### config.mk
export PLATFORM = sky130hd
export DESIGN_NAME = tmo_ctl
export DESIGN_NICKNAME = d
export VERILOG_FILES = /design/src/hw/tmo_pkg.sv /design/src/hw/tmo_ctl.sv
export SDC_FILE = /design/constraint.sdc
export NUM_CORES = 1
export LEC_CHECK = 0
export ABC_AREA = 1
export BUFFER_PORTS_ARGS = -buffer_cell sky130_fd_sc_hd__buf_2
export CAP_MARGIN = 10
export CORE_MARGIN = 1
export CORE_UTILIZATION = 39
export CTS_BUF_LIST = sky130_fd_sc_hd__clkbuf_2 sky130_fd_sc_hd__clkbuf_4 sky130_fd_sc_hd__clkbuf_8
export DETAILED_ROUTE_END_ITERATION = 12
export MAX_ROUTING_LAYER = met4
export PLACE_DENSITY = 0.7
export REMOVE_ABC_BUFFERS = 1
export SLEW_MARGIN = 20
export SYNTH_ARGS = -nofsm -noshare
export SYNTH_HDL_FRONTEND = slang
export SYNTH_SLANG_ARGS = --single-unit
### constraint.sdc
create_clock -name clk -period 1.38 [get_ports clk]
set_clock_uncertainty 0.05 [all_clocks]
set_input_delay 0.138 -clock clk [delete_from_list [all_inputs] [get_ports clk]]
set_output_delay 0.138 -clock clk [all_outputs]
set_load 0.005 [all_outputs]
### src/hw/tmo_pkg.sv
`default_nettype none
package tmo_pkg;
  // ***************
  // addresses
  // ***************
  localparam logic [7:0] TMO_OFF_CTL2 = 8'h04;
  localparam logic [7:0] TMO_OFF_AUX  = 8'h40;
  localparam logic [7:0] TMO_OFF_CHAN = 8'h44;
  localparam logic [7:0] TMO_OFF_SWEV = 8'h48;
  // ***************
  // control two fields
  // ***************
  localparam int TMO_B_SHEN  = 0;
  localparam int TMO_B_LDSRC = 2;
  localparam int TMO_B_DMA_SOURCE_SELECT  = 3;
  localparam int TMO_B_MM    = 4;
  localparam int TMO_B_IDL0  = 8;
  localparam int TMO_B_IDL0N = 9;
  localparam int TMO_B_IDL1  = 10;
  localparam logic [10:0] TMO_CTL2_WMASK = 11'h07_7D;
  localparam logic [10:0] TMO_CTL2_IDLM  = 11'h07_00;
  localparam logic [10:0] TMO_CTL2_RST   = 11'h00_00;
  // ***************
  // aux, channel and software event fields
  // ***************
  localparam int TMO_B_PRIMARY_OUTPUT_ENABLE  = 0;
  localparam int TMO_B_PROT  = 1;
  localparam int TMO_B_CEN   = 3;
  localparam int TMO_B_UPDATE_DISABLE_BIT = 4;
  localparam int TMO_B_UPS   = 5;
  localparam logic [5:0] TMO_AUX_RST = 6'h00;
  localparam int TMO_B_C0EN  = 0;
  localparam int TMO_B_C0NEN = 1;
  localparam int TMO_B_C0MD  = 2;
  localparam int TMO_B_C1EN  = 8;
  localparam int TMO_B_C1MD  = 10;
  localparam int TMO_B_UPG   = 0;
  localparam int TMO_B_SOFTWARE_COMMUTATION_GENERATE  = 1;
  // ***************
  // timing
  // ***************
  localparam int TMO_CLK_MHZ = 40;
  localparam int TMO_DT_NS   = 200;
  localparam logic [7:0] TMO_DT_CYC =
    8'((TMO_DT_NS * TMO_CLK_MHZ + 999) / 1000);
  // ***************
  // types
  // ***************
  typedef enum logic [2:0] {
    TMO_MM_RESET  = 3'b000,
    TMO_MM_START  = 3'b001,
    TMO_MM_UPDATE = 3'b010,
    TMO_MM_CH0EVT = 3'b011,
    TMO_MM_OREF0  = 3'b100,
    TMO_MM_OREF1  = 3'b101
  } tmo_mm_t;
  typedef struct packed {
    logic [7:0]  addr;
    logic [31:0] wdata;
    logic        wr;
    logic        rd;
  } tmo_bus_t;
  typedef struct packed {
    logic       c0_en;
    logic       c0_nen;
    logic [2:0] c0_md;
    logic       c1_en;
    logic [2:0] c1_md;
  } tmo_chan_t;
  typedef struct packed {
    logic master_rst;
    logic overflow;
    logic restart;
    logic pause_mode;
    logic trig_in;
    logic ch0_cap;
    logic ch0_cmp;
    logic ch1_cap;
    logic ch1_cmp;
    logic oref0;
    logic oref1;
  } tmo_evt_t;
endpackage : tmo_pkg
`default_nettype wire

### src/hw/tmo_ctl.sv
`default_nettype none
module tmo_ctl
  import tmo_pkg::*;
(
  input  wire logic              clk,
  input  wire logic              srst,
  input  wire tmo_pkg::tmo_bus_t bus,
  output var  logic [31:0]       rdata,
  input  wire tmo_pkg::tmo_evt_t evt,
  input  wire logic              ch0_ref,
  input  wire logic              ch0n_ref,
  input  wire logic              ch1_ref,
  output var  logic              ch0_out,
  output var  logic              ch0n_out,
  output var  logic              ch1_out,
  output var  logic              master_trigger_output,
  output var  logic [1:0]        dma_req,
  output var  tmo_pkg::tmo_chan_t chan
);
  import tmo_pkg::*;

  // ***************
  // state
  // ***************
  typedef struct packed {
    logic [10:0] ctl;
    logic [5:0]  aux;
    tmo_chan_t   act;
    tmo_chan_t   shd;
    logic [7:0]  dt;
    logic        primary_output_enable_p;
    logic        trig_p;
    logic        pz_p;
    logic [1:0]  oref_p;
    logic        master_trigger_output;
    logic [1:0]  dma;
    logic        o0;
    logic        o0n;
    logic        o1;
    logic [31:0] rdata;
  } tmo_st_t;

  tmo_st_t st_q;
  tmo_st_t st_d;

  // ***************
  // decode
  // ***************
  logic wr_ctl;
  logic wr_aux;
  logic wr_chan;
  logic wr_swev;
  logic software_update_generate;
  logic software_commutation_generate;
  logic cen_set;
  logic trig_rise;
  logic pz_rise;
  logic upd_evt;
  logic cmt_evt;
  logic prot_open;
  logic primary_output_enable;
  logic [10:0] ctl_w;
  tmo_chan_t   chan_w;

  always_comb
  begin
    wr_ctl  = 1'b0;
    wr_aux  = 1'b0;
    wr_chan = 1'b0;
    wr_swev = 1'b0;
    if (bus.wr && bus.addr == TMO_OFF_CTL2)
    begin
      wr_ctl = 1'b1;
    end
    else if (bus.wr && bus.addr == TMO_OFF_AUX)
    begin
      wr_aux = 1'b1;
    end
    else if (bus.wr && bus.addr == TMO_OFF_CHAN)
    begin
      wr_chan = 1'b1;
    end
    else if (bus.wr && bus.addr == TMO_OFF_SWEV)
    begin
      wr_swev = 1'b1;
    end
  end

  // ***************
  // event sources
  // ***************
  assign software_update_generate  = wr_swev & bus.wdata[TMO_B_UPG];
  assign software_commutation_generate = wr_swev & bus.wdata[TMO_B_SOFTWARE_COMMUTATION_GENERATE];
  assign cen_set = wr_aux & bus.wdata[TMO_B_CEN]
                 & ~st_q.aux[TMO_B_CEN];
  // trigger input already lives on this clock, no synchroniser
  assign trig_rise = evt.trig_in & ~st_q.trig_p;
  assign pz_rise = evt.pause_mode & evt.trig_in & ~st_q.pz_p;
  assign upd_evt = ~st_q.aux[TMO_B_UPDATE_DISABLE_BIT]
                 & (software_update_generate | evt.overflow | evt.restart);
  assign cmt_evt = software_commutation_generate
                 | (st_q.ctl[TMO_B_LDSRC] & trig_rise);
  assign prot_open = st_q.aux[TMO_B_PROT +: 2] == 2'b00;
  assign primary_output_enable = st_q.aux[TMO_B_PRIMARY_OUTPUT_ENABLE];

  always_comb
  begin
    ctl_w = bus.wdata[10:0] & TMO_CTL2_WMASK;
    // locked idle bits keep their old value
    if (!prot_open)
    begin
      ctl_w = (ctl_w & ~TMO_CTL2_IDLM)
            | (st_q.ctl & TMO_CTL2_IDLM);
    end
  end

  assign chan_w.c0_en  = bus.wdata[TMO_B_C0EN];
  assign chan_w.c0_nen = bus.wdata[TMO_B_C0NEN];
  assign chan_w.c0_md  = bus.wdata[TMO_B_C0MD +: 3];
  assign chan_w.c1_en  = bus.wdata[TMO_B_C1EN];
  assign chan_w.c1_md  = bus.wdata[TMO_B_C1MD +: 3];

  // ***************
  // next state
  // ***************
  always_comb
  begin
    st_d = st_q;
    st_d.trig_p = evt.trig_in;
    st_d.pz_p   = evt.pause_mode & evt.trig_in;
    st_d.oref_p = {evt.oref1, evt.oref0};
    st_d.primary_output_enable_p = primary_output_enable;
    st_d.rdata  = 32'h0000_0000;

    if (wr_ctl)
    begin
      st_d.ctl = ctl_w;
    end
    if (wr_aux)
    begin
      st_d.aux = bus.wdata[5:0];
    end

    // channel fields: channel 1 has no complementary output
    if (wr_chan)
    begin
      st_d.act.c1_en = chan_w.c1_en;
      st_d.act.c1_md = chan_w.c1_md;
      if (!st_q.ctl[TMO_B_SHEN])
      begin
        st_d.act.c0_en  = chan_w.c0_en;
        st_d.act.c0_nen = chan_w.c0_nen;
        st_d.act.c0_md  = chan_w.c0_md;
      end
      else
      begin
        st_d.shd = chan_w;
      end
    end
    if (st_q.ctl[TMO_B_SHEN] && cmt_evt)
    begin
      // same-cycle write goes straight through
      st_d.act.c0_en  = wr_chan ? chan_w.c0_en  : st_q.shd.c0_en;
      st_d.act.c0_nen = wr_chan ? chan_w.c0_nen : st_q.shd.c0_nen;
      st_d.act.c0_md  = wr_chan ? chan_w.c0_md  : st_q.shd.c0_md;
    end

    // master trigger selection
    case (tmo_mm_t'(st_q.ctl[TMO_B_MM +: 3]))
      TMO_MM_RESET:  st_d.master_trigger_output = evt.master_rst | software_update_generate;
      TMO_MM_START:  st_d.master_trigger_output = cen_set | pz_rise;
      TMO_MM_UPDATE: st_d.master_trigger_output = upd_evt;
      TMO_MM_CH0EVT: st_d.master_trigger_output = evt.ch0_cap
                               | evt.ch0_cmp;
      TMO_MM_OREF0:  st_d.master_trigger_output = evt.oref0
                               & ~st_q.oref_p[0];
      TMO_MM_OREF1:  st_d.master_trigger_output = evt.oref1
                               & ~st_q.oref_p[1];
      default:       st_d.master_trigger_output = 1'b0;
    endcase

    // dma requests: channel events, or the update event on both lines when selected
    if (st_q.ctl[TMO_B_DMA_SOURCE_SELECT])
    begin
      st_d.dma = {2{upd_evt}};
    end
    else
    begin
      st_d.dma = {evt.ch1_cap | evt.ch1_cmp,
                  evt.ch0_cap | evt.ch0_cmp};
    end

    // dead-time counter, loaded when outputs switch off while c0_nen is set
    if (st_q.primary_output_enable_p && !primary_output_enable && st_q.act.c0_nen)
    begin
      st_d.dt = TMO_DT_CYC;
    end
    else if (st_q.dt != 8'h00)
    begin
      st_d.dt = st_q.dt - 8'h01;
    end

    // output levels
    if (primary_output_enable)
    begin
      st_d.o0  = st_q.act.c0_en & ch0_ref;
      st_d.o0n = st_q.act.c0_nen & ch0n_ref;
      st_d.o1  = st_q.act.c1_en & ch1_ref;
    end
    else
    begin
      st_d.o0n = st_q.ctl[TMO_B_IDL0N];
      st_d.o1  = st_q.ctl[TMO_B_IDL1];
      // main output holds until the dead-time ends
      if (st_q.dt == 8'h00 &&
          !(st_q.primary_output_enable_p && st_q.act.c0_nen))
      begin
        st_d.o0 = st_q.ctl[TMO_B_IDL0];
      end
    end

    // read port, answer in next cycle only
    if (bus.rd)
    begin
      if (bus.addr == TMO_OFF_CTL2)
      begin
        st_d.rdata = {21'h00_0000, st_q.ctl};
      end
      else if (bus.addr == TMO_OFF_AUX)
      begin
        st_d.rdata = {26'h000_0000, st_q.aux};
      end
      else if (bus.addr == TMO_OFF_CHAN)
      begin
        st_d.rdata = {19'h0_0000, st_q.act.c1_md, 1'b0,
                      st_q.act.c1_en, 3'h0, st_q.act.c0_md,
                      st_q.act.c0_nen, st_q.act.c0_en};
      end
    end
  end

  // ***************
  // registers
  // ***************
  always_ff @(posedge clk)
  begin
    if (srst)
    begin
      st_q        <= '0;
      st_q.ctl    <= TMO_CTL2_RST;
      st_q.aux    <= TMO_AUX_RST;
    end
    else
    begin
      st_q <= st_d;
    end
  end

  assign rdata    = st_q.rdata;
  assign ch0_out  = st_q.o0;
  assign ch0n_out = st_q.o0n;
  assign ch1_out  = st_q.o1;
  assign master_trigger_output     = st_q.master_trigger_output;
  assign dma_req  = st_q.dma;
  assign chan     = st_q.act;
endmodule // tmo_ctl
`default_nettype wire

Yosys cells after proc, flatten, opt, wreduce, memory -nomap -nowiden
Cells that the tools add are included.
Storage, ports and cells
  bits of input ports: 58
  word-level logic and storage cells: 118
  register bits: 86
Operators by class
  multiplexer cells: 27
  bitwise operators: 30
  equality and inequality tests: 10
  reductions and logical operators: 24
  add/sub/neg operators: 1
Operators with widths (count)
  11-bit two-way mux: 4
  8-bit by 7-bit equality test with 1-bit output, second input constant: 3
  18-bit two-way mux: 1
  1-bit AND: 14
  1-bit two-way mux: 13
  7-bit by 11-bit OR with 11-bit output: 1
  5-bit two-way mux: 2
  1-bit logical AND: 9
  9-bit two-way mux: 1
  8-bit by 3-bit equality test with 1-bit output, second input constant: 1
  8-bit zero test: 1
  4-bit two-way mux: 2
  1-bit NOT: 8
  8-bit nonzero test: 1
  8-bit by 1-bit subtractor with 8-bit output, second input constant: 1
  1-bit OR: 7
  3-bit by 2-bit equality test with 1-bit output, second input constant: 2
  3-bit equality test, second input constant: 2
  3-bit two-way mux: 2
  1-bit one-hot mux with 6 select lines: 1
  2-bit nonzero test: 3
  5-bit OR reduction: 1
  2-bit AND reduction: 2
  2-bit OR reduction: 2
  other kinds (7): 8

Longest topological paths before layout
Gate-level depths: netlist of the first run.
  depth in word-level cells: 11
  gate-level depth with buffers: 10
  gate-level depth less buffers: 10

Worst setup path before layout of the first run
OpenSTA, ideal clock, no wires.
  path type: reg-to-reg
  start point: register st_q[43] (netlist name)
  end point: register st_q[46] (netlist name)
  setup slack: 0.069 ns
  buffers on the path: 0
  arrival time: 1.147 ns
  stages on the path, launching flop included: 9
  cells stage by stage: dfxtp_1 inv_1 ha_1 nand3_1 nor2_1 inv_1 nand2_1 xor2_1 o21a_1
On the way
  longest elaborated chain between the ends: 3
  elaborated cells on any way between the ends: 5
  those cells by class: 1 x add/sub; 2 x mux; 2 x reduce/logical
Ends and longest elaborated chain
  from (decl): line tmo_ctl.sv:43  | tmo_st_t st_q;
  from (signal assigned): line tmo_ctl.sv:255  | st_q <= st_d;
  8-bit by 1-bit subtractor with 8-bit output: line tmo_ctl.sv:200  | st_d.dt = st_q.dt - 8'h01;
  4-bit two-way mux: line tmo_ctl.sv:198  | else if (st_q.dt != 8'h00)
  4-bit two-way mux: line tmo_ctl.sv:194  | if (st_q.primary_output_enable_p && !primary_output_enable && st_q.act.c0_nen)
Parallel ways exist; a longest one is shown, timed or not. The select of a mux whose other input is x is not followed.
A chain may end at the register's enable or synchronous reset.

Worst setup path after layout of the first run
  start point: register st_q[44] (netlist name)
  end point: register st_q (netlist bit ch0_out)
On the way
  longest elaborated chain between the ends: 3
Ends and longest elaborated chain
  8-bit zero test: line tmo_ctl.sv:215  | if (st_q.dt == 8'h00 &&
  1-bit logical AND: line tmo_ctl.sv:215
  2-bit nonzero test (no source line)
Every way passes these cells.

==> impl_results.md, run 1 <==
* Outcome: finished clean
* Worst setup EP type: register
* Remaining antenna violation count at 0
* Setup Viol. Count Final at 0
* Post-synthesis sequential area ratio at 40.2%
* Cell variety after synth at 36
* Cells after Synth at 402
* Post-Place Cells at 548
* Grt ovf at 0
* Drt via density at 4.46
* Initial Util at roughly two fifths
* Clock transition at the registers of the reported paths at 70 ps
* YS warnings at 0
* CTS tree: yes
* Critical path's most frequent cell: nor2_1
* Pre-antenna DRT Iters at 4
* Worst Path Arrival at between 1500 and 2000 ps
* Peak VDD IR at between 0.0004 and 0.0005 V
* Synth Register Bits at 60
* Routed WL at 6420 µm
* Gpl congestion at between 0.8 and 0.9
* Clk sink count at 60
* Number of buffers created by CTS at 9
* Worst Setup Start Kind: register
* Critical path class: reg -> reg
* Layout cell share with drive strength beyond 1 at 27.2%
* Post-route insts no fill at about 570
* Routed len/inst at 11.3 µm
* Core Region at between 7000 and 8000 µm²
* Clk buf depth at 2
* Fraction of registers with async set/reset at 0%
* WHS at roughly 25 ps
* Chip width at around 90 µm
* DR iter-0 viols at 100
* Site Rows at 31
* Detailed Place HPWL at 4860 µm
* Dominant cells by area after synthesis: dfxtp_1 (40%), buf_4 (11%), inv_1 (7.9%)
* Die area at 8020 µm²
* Crit path max fanout at 4
* Critical Path Max Stage Delay at ~330 ps
* Cell Area, Placed at around 3200 µm²
* RSZ-0062 raised after global routing: yes
* Post-synth top flop: dfxtp_1
* Die Y at 89.6 µm
* I/O Pins at roughly 110
* Top-area cell type share of the netlist area at 40.2%
* LEAKAGE at approximately 1.7 nW
* Critical Path Slowest Stage Cell: dfxtp_2
* Slew Viols, Final at 0
* Max Cap Viol at 0
* H-tree level count at 3
* Synth cell count leaders: inv_1 (63), dfxtp_1 (60), nand2_1 (54), nor2_1 (54), buf_4 (43)
* Antenna cells at 0
* Power Density at roughly 1300 nW/µm²
* Global-route wire length before repair at around 10,000 µm
* Vias in the first global route at 2,290
* Design area at 3540 µm²
* Syn avg cell area at about 7.4 µm²
* Worst-path cell chain: inv_2, ha_4, nand3_4, nor2_4, nor2_1, nor2_1, o21ai_1, a31oi_1
* Largest net degree at the start of global routing at 22
* Via count at approximately 2,500
* Critical path required time at approximately 1600 ps
* Worst-Skew Late Latency at roughly 350 ps
* Post-synth top area cell: dfxtp_1
* Area delta synth->final at 18.5%
* Cell area after synthesis at 2990 µm²
* Max Clock Freq at 756 MHz
* CTS root buffer: clkbuf_8
* Most numerous cell in the Yosys netlist: inv_1
* HP Class: in -> reg
* Initial antenna violation count at 0
* Tot GR Track Use at around 18%
* Fin crit share at 95.9%
* Post-synth EDFFs at 0
* Nets at approximately 530
* Final Hold Vio Count at 0
* DRC viols at 0
* Port Buffers at 64
* Final Critical Period at between 1000 and 1500 ps
[placed cells by master (no fill, tap or decap), types with 3 or more instances in the layout]
master / instances
dfxtp_1: 57
xor2_1: 3
nand3_1: 18
a211oi_1: 8
buf_2: 64
inv_1: 60
nor2_4: 4
o221ai_1: 3
inv_2: 5
nand3_4: 3
o21ai_0: 23
nor2_1: 52
dlygate4sd3_1: 4
a211oi_2: 3
conb_1: 20
nor2_2: 5
buf_4: 14
nand2_1: 54
dfxtp_2: 3
a21oi_1: 23
nand2_2: 3
nor3_1: 5
clkinv_2: 4
clkinvlp_4: 3
clkbuf_8: 9
[where the power goes]
part / switching (mW) / total [mW] / leakage [nW] / internal [mW]
registers: 0.0856 / 1.95 / 0.488 / 1.87
clock network: 0.709 / 1.53 / 0.0910 / 0.821
logic: 0.558 / 1.01 / 1.14 / 0.456
total: 1.35 / 4.50 / 1.72 / 3.14
[final timing paths]
check                 from        end  slack (ps)  depth (start not counted)
setup / recovery  st_q[44]    ch0_out          60                          8
hold / removal      bus[7]   st_q[80]          30                          3
setup reg to reg  st_q[44]    ch0_out          60                          8
hold reg to reg    chan[1]  rdata[11]         410                          2
[flip-flops by register name, indices dropped and copies added, names as in the netlist]
name / flops
st_q: 32
rdata: 12
chan: 9
dma_req: 2
ch0_out: 1
ch0n_out: 1
ch1_out: 1
master_trigger_output: 1
primary_output_enable: 1
[critical path, delay by kind of cell (launching register included)]
kind,cells,cell delay (ps)
flops,1,330
simple gates,4,430
compound gates,2,210
buf+inv,1,80
fa+ha+maj,1,140
[metal layers]
layer  track usage, %  vias up  part of all wire (%)
met5                -        -                     0
met4             7.36        0                   1.8
met3             4.62       13                   5.4
met2             28.2       76                    47
met1             20.8     1121                    46
li1                 -     1330                     -
[metrics by stage]
| stage | setup TNS [ps] | util [%] | worst slack, ps | power [mW] |
|---|---|---|---|---|
| after floorplan | 0 | - | 68.9 | 2.52 |
| after global placement | 0 | 44.3 | 1.79 | 2.75 |
| after detailed placement | -63.1 | 44.3 | -62.6 | 2.80 |
| after CTS | -20.7 | 47.6 | -20.7 | 4.36 |
| after global routing | -75.2 | 48.3 | -66.4 | 4.78 |
| final | 0 | 48.3 | 56.6 | 4.50 |
[final cells by class]
type                       instances  area (µm²)
clock inverter                     7        67.6
inverter                          66         249
sequential                        60        1200
fill                             728        3790
multi-input combinational        246        1310
clock buffer                       9         124
tap                               99         124
timing repair buffer              82         465
[cell families (layout without fill, tap and decap cells)]
kind of cell	Yosys count	in the layout	share of synthesized area, %
AND/OR/NAND/NOR	152	152	23.9
flip-flops	60	60	40.2
XOR/XNOR	5	5	1.46
AO/OA/AOI/OAI	67	67	13.3
other	1	20	0.125
adder cells (fa/ha/maj)	2	2	0.837
buffers and inverters	115	164	20.2
[repair_timing]
action	in CTS	in global routing
cloned	0	0
pin swaps	1	6
endpoints found under the setup margin	3	11
buffers inserted	0	1
hold endpoints to repair	4	0
hold buffers	4	0
gates resized for setup	3	14
No activity file was read; power rests on OpenSTA's default activity.
==> run 2: changes to the inputs <==
CORE_UTILIZATION = 47   (was 39)
PLACE_DENSITY = 0.82   (was 0.7)
==> run 2 against run 1 <==
Final area down 0.35%. Register-to-register slack about the same. Highest routed layer unchanged. Die area down 17%. Largest power group unchanged. Largest cell class unchanged. Hold slack worse by 13 ps. Total power up 3.3%.
==> impl_results.md, run 2 (synthesis gave the netlist of run 1 again) <==
* Outcome: finished clean
* Chip width at 81.8 µm (-8.7%)
* Critical Path Slowest Stage Cell: dfxtp_2
* Critical path required time at 1560 ps (-40 ps)
* Detailed Place HPWL at 4660 µm (-4.1%)
* Port Buffers at 64 (unchanged)
* Global-route wire length before repair at 10,100 µm (-0.68%)
* Worst Path Arrival at 1500 ps (-40 ps)
* Pre-antenna DRT Iters at 5 (+1)
* Worst setup EP type: register
* Number of buffers created by CTS at 9 (unchanged)
* Slew Viols, Final at 0 (unchanged)
* CTS tree: yes
* Worst-Skew Late Latency at 340 ps (about the same)
* Crit path max fanout at 4 (unchanged)
* Largest net degree at the start of global routing at 22 (unchanged)
* Critical path's most frequent cell: inv_2
* Clock transition at the registers of the reported paths at 70 ps (about the same)
* Cell Area, Placed at 3220 µm² (-0.92%)
* Max reg flops at 32 (unchanged)
* HP Class: in -> reg
* Initial Util at 49.6% (+8.8 points)
* Die area at 6690 µm² (-17%)
* Remaining antenna violation count at 0 (unchanged)
* Final Critical Period at 1320 ps (-0.727 ps)
* Nets at 525 (unchanged)
* Fillers at 559 (-23%)
* Die Y at 81.8 µm (-8.7%)
* Tot GR Track Use at 20.7% (+3.1 points)
* CTS root buffer: clkbuf_8
* Critical path class: reg -> reg
* Area delta synth->final at 18.1%
* Most frequent cells in the layout: buf_2 (64), inv_1 (60), dfxtp_1 (58)
* Via count at 2,600 (+2.4%)
* Initial antenna violation count at 0 (unchanged)
* H-tree level count at 3 (unchanged)
* Routed len/inst at 11.8 µm (+4.4%)
* Fin crit share at 95.8% (about the same)
* Setup Viol. Count Final at 0 (unchanged)
* Design area at 3530 µm² (-0.35%)
* Most flop-heavy register: st_q
* Worst-path cell chain: inv_2, ha_4, nand3_4, nor2_4, inv_2, nand2_2, xor2_1, o21a_1
* Grt ovf at 0 (unchanged)
* Max Clock Freq at 756 MHz (about the same)
* Critical Path Max Stage Delay at 350 ps (+20 ps)
* Peak VDD IR at 0.00134 V (+190%)
* Commonest non-fill, non-tap cell in the layout: buf_2
* WHS at 12.0 ps (-13.2 ps)
* Worst Setup Start Kind: register
* Worst Setup Slack, final at 57.4 ps (+0.728 ps)
* Final Hold Vio Count at 0 (unchanged)
* DR iter-0 viols at 107 (+7.0%)
* Vias in the first global route at 2,279 (-0.48%)
* Gpl congestion at 0.838 (-1.7%)
* Max Cap Viol at 0 (unchanged)
* Site Rows at 28 (-9.7%)
* Routed WL at 6430 µm (about the same)
* Core Region at 6030 µm² (-18%)
* Drt via density at 4.77 (+6.9%)
* Pre-CTS WS at -49.1 ps (+13.5 ps)
* Antenna cells at 0 (unchanged)
* DRC viols at 0 (unchanged)
* Post-Place Cells at 524 (-4.4%)
* Post-route insts no fill at 545 (-4.2%)
* I/O Pins at 105 (unchanged)
* Layout cell share with drive strength beyond 1 at 27.4% (+0.21 points)
* RSZ-0062 raised after global routing: yes
* LEAKAGE at 1.74 nW (+1.0%)
* Clk buf depth at 2 (unchanged)
* Clk sink count at 60 (unchanged)
* Power Density at 1310 nW/µm² (+3.6%)
run 2: changes by cell type in the layout (fill, tap and decap cells not counted), sizes merged:
cell / previous run / this run
clkbuf: 9 / 12
clkinvlp: 3 / 1
clkinv: 4 / 3
run 2: layout make-up:
cell class	instances	area, µm²	share of cell area [%]
clock buffer	12	159	4.50
tap	75	93.8	2.66
inverter	66	249	7.05
multi-input combinational	246	1310	37.2
sequential	60	1200	34.1
timing repair buffer	82	465	13.2
clock inverter	4	47.5	1.35
run 2: worst paths after layout:
path | start | to | slack [ps] | depth (start not counted)
hold / removal | evt[6] | st_q[40] | 10 | 3
setup reg to reg | st_q[43] | st_q[46] | 60 | 8
hold reg to reg | chan[0] | chan[0] | 410 | 2
setup / recovery | st_q[43] | st_q[46] | 60 | 8
run 2: worst max-delay path, delay by kind of cell (launching register included):
family                   cells  cell delay (ps)
flip-flops                   1              350
AND/OR/NAND/NOR              3              190
buffers and inverters        2              130
XOR/XNOR                     1              160
adder cells (fa/ha/maj)      1              160
AO/OA/AOI/OAI                1              170
run 2: per-layer routing:
metal / share of wire [%] / track usage (%) / up-vias
met2: 48 / 32.9 / 105
met4: 1.1 / 7.89 / 0
met1: 44 / 25.0 / 1150
met5: 0 / - / -
li1: - / - / 1333
met3: 6.0 / 5.11 / 12
run 2: power breakdown:
part	switching (mW)	leakage, nW	internal [mW]
Sequential	0.0944	0.487	1.87
Combinational	0.595	1.15	0.464
Clock	0.677	0.106	0.946
Total	1.37	1.74	3.28
run 2: stage by stage:
step,utilization [%],setup TNS [ps],power [mW]
after detailed placement,53.4,-49.1,2.79
after global placement,53.4,0,2.74
after CTS,57.7,0,4.50
after floorplan,-,0,2.52
after global routing,58.6,-70.4,4.88
final,58.6,0,4.64
run 2: what timing repair did:
item | 4_1_cts | 5_1_grt
pin swaps | 1 | 4
endpoints found under the setup margin | 3 | 7
setup buffers | 0 | 1
resized for setup | 5 | 12
endpoints found under the hold margin | 4 | 0
hold buffers | 4 | 0
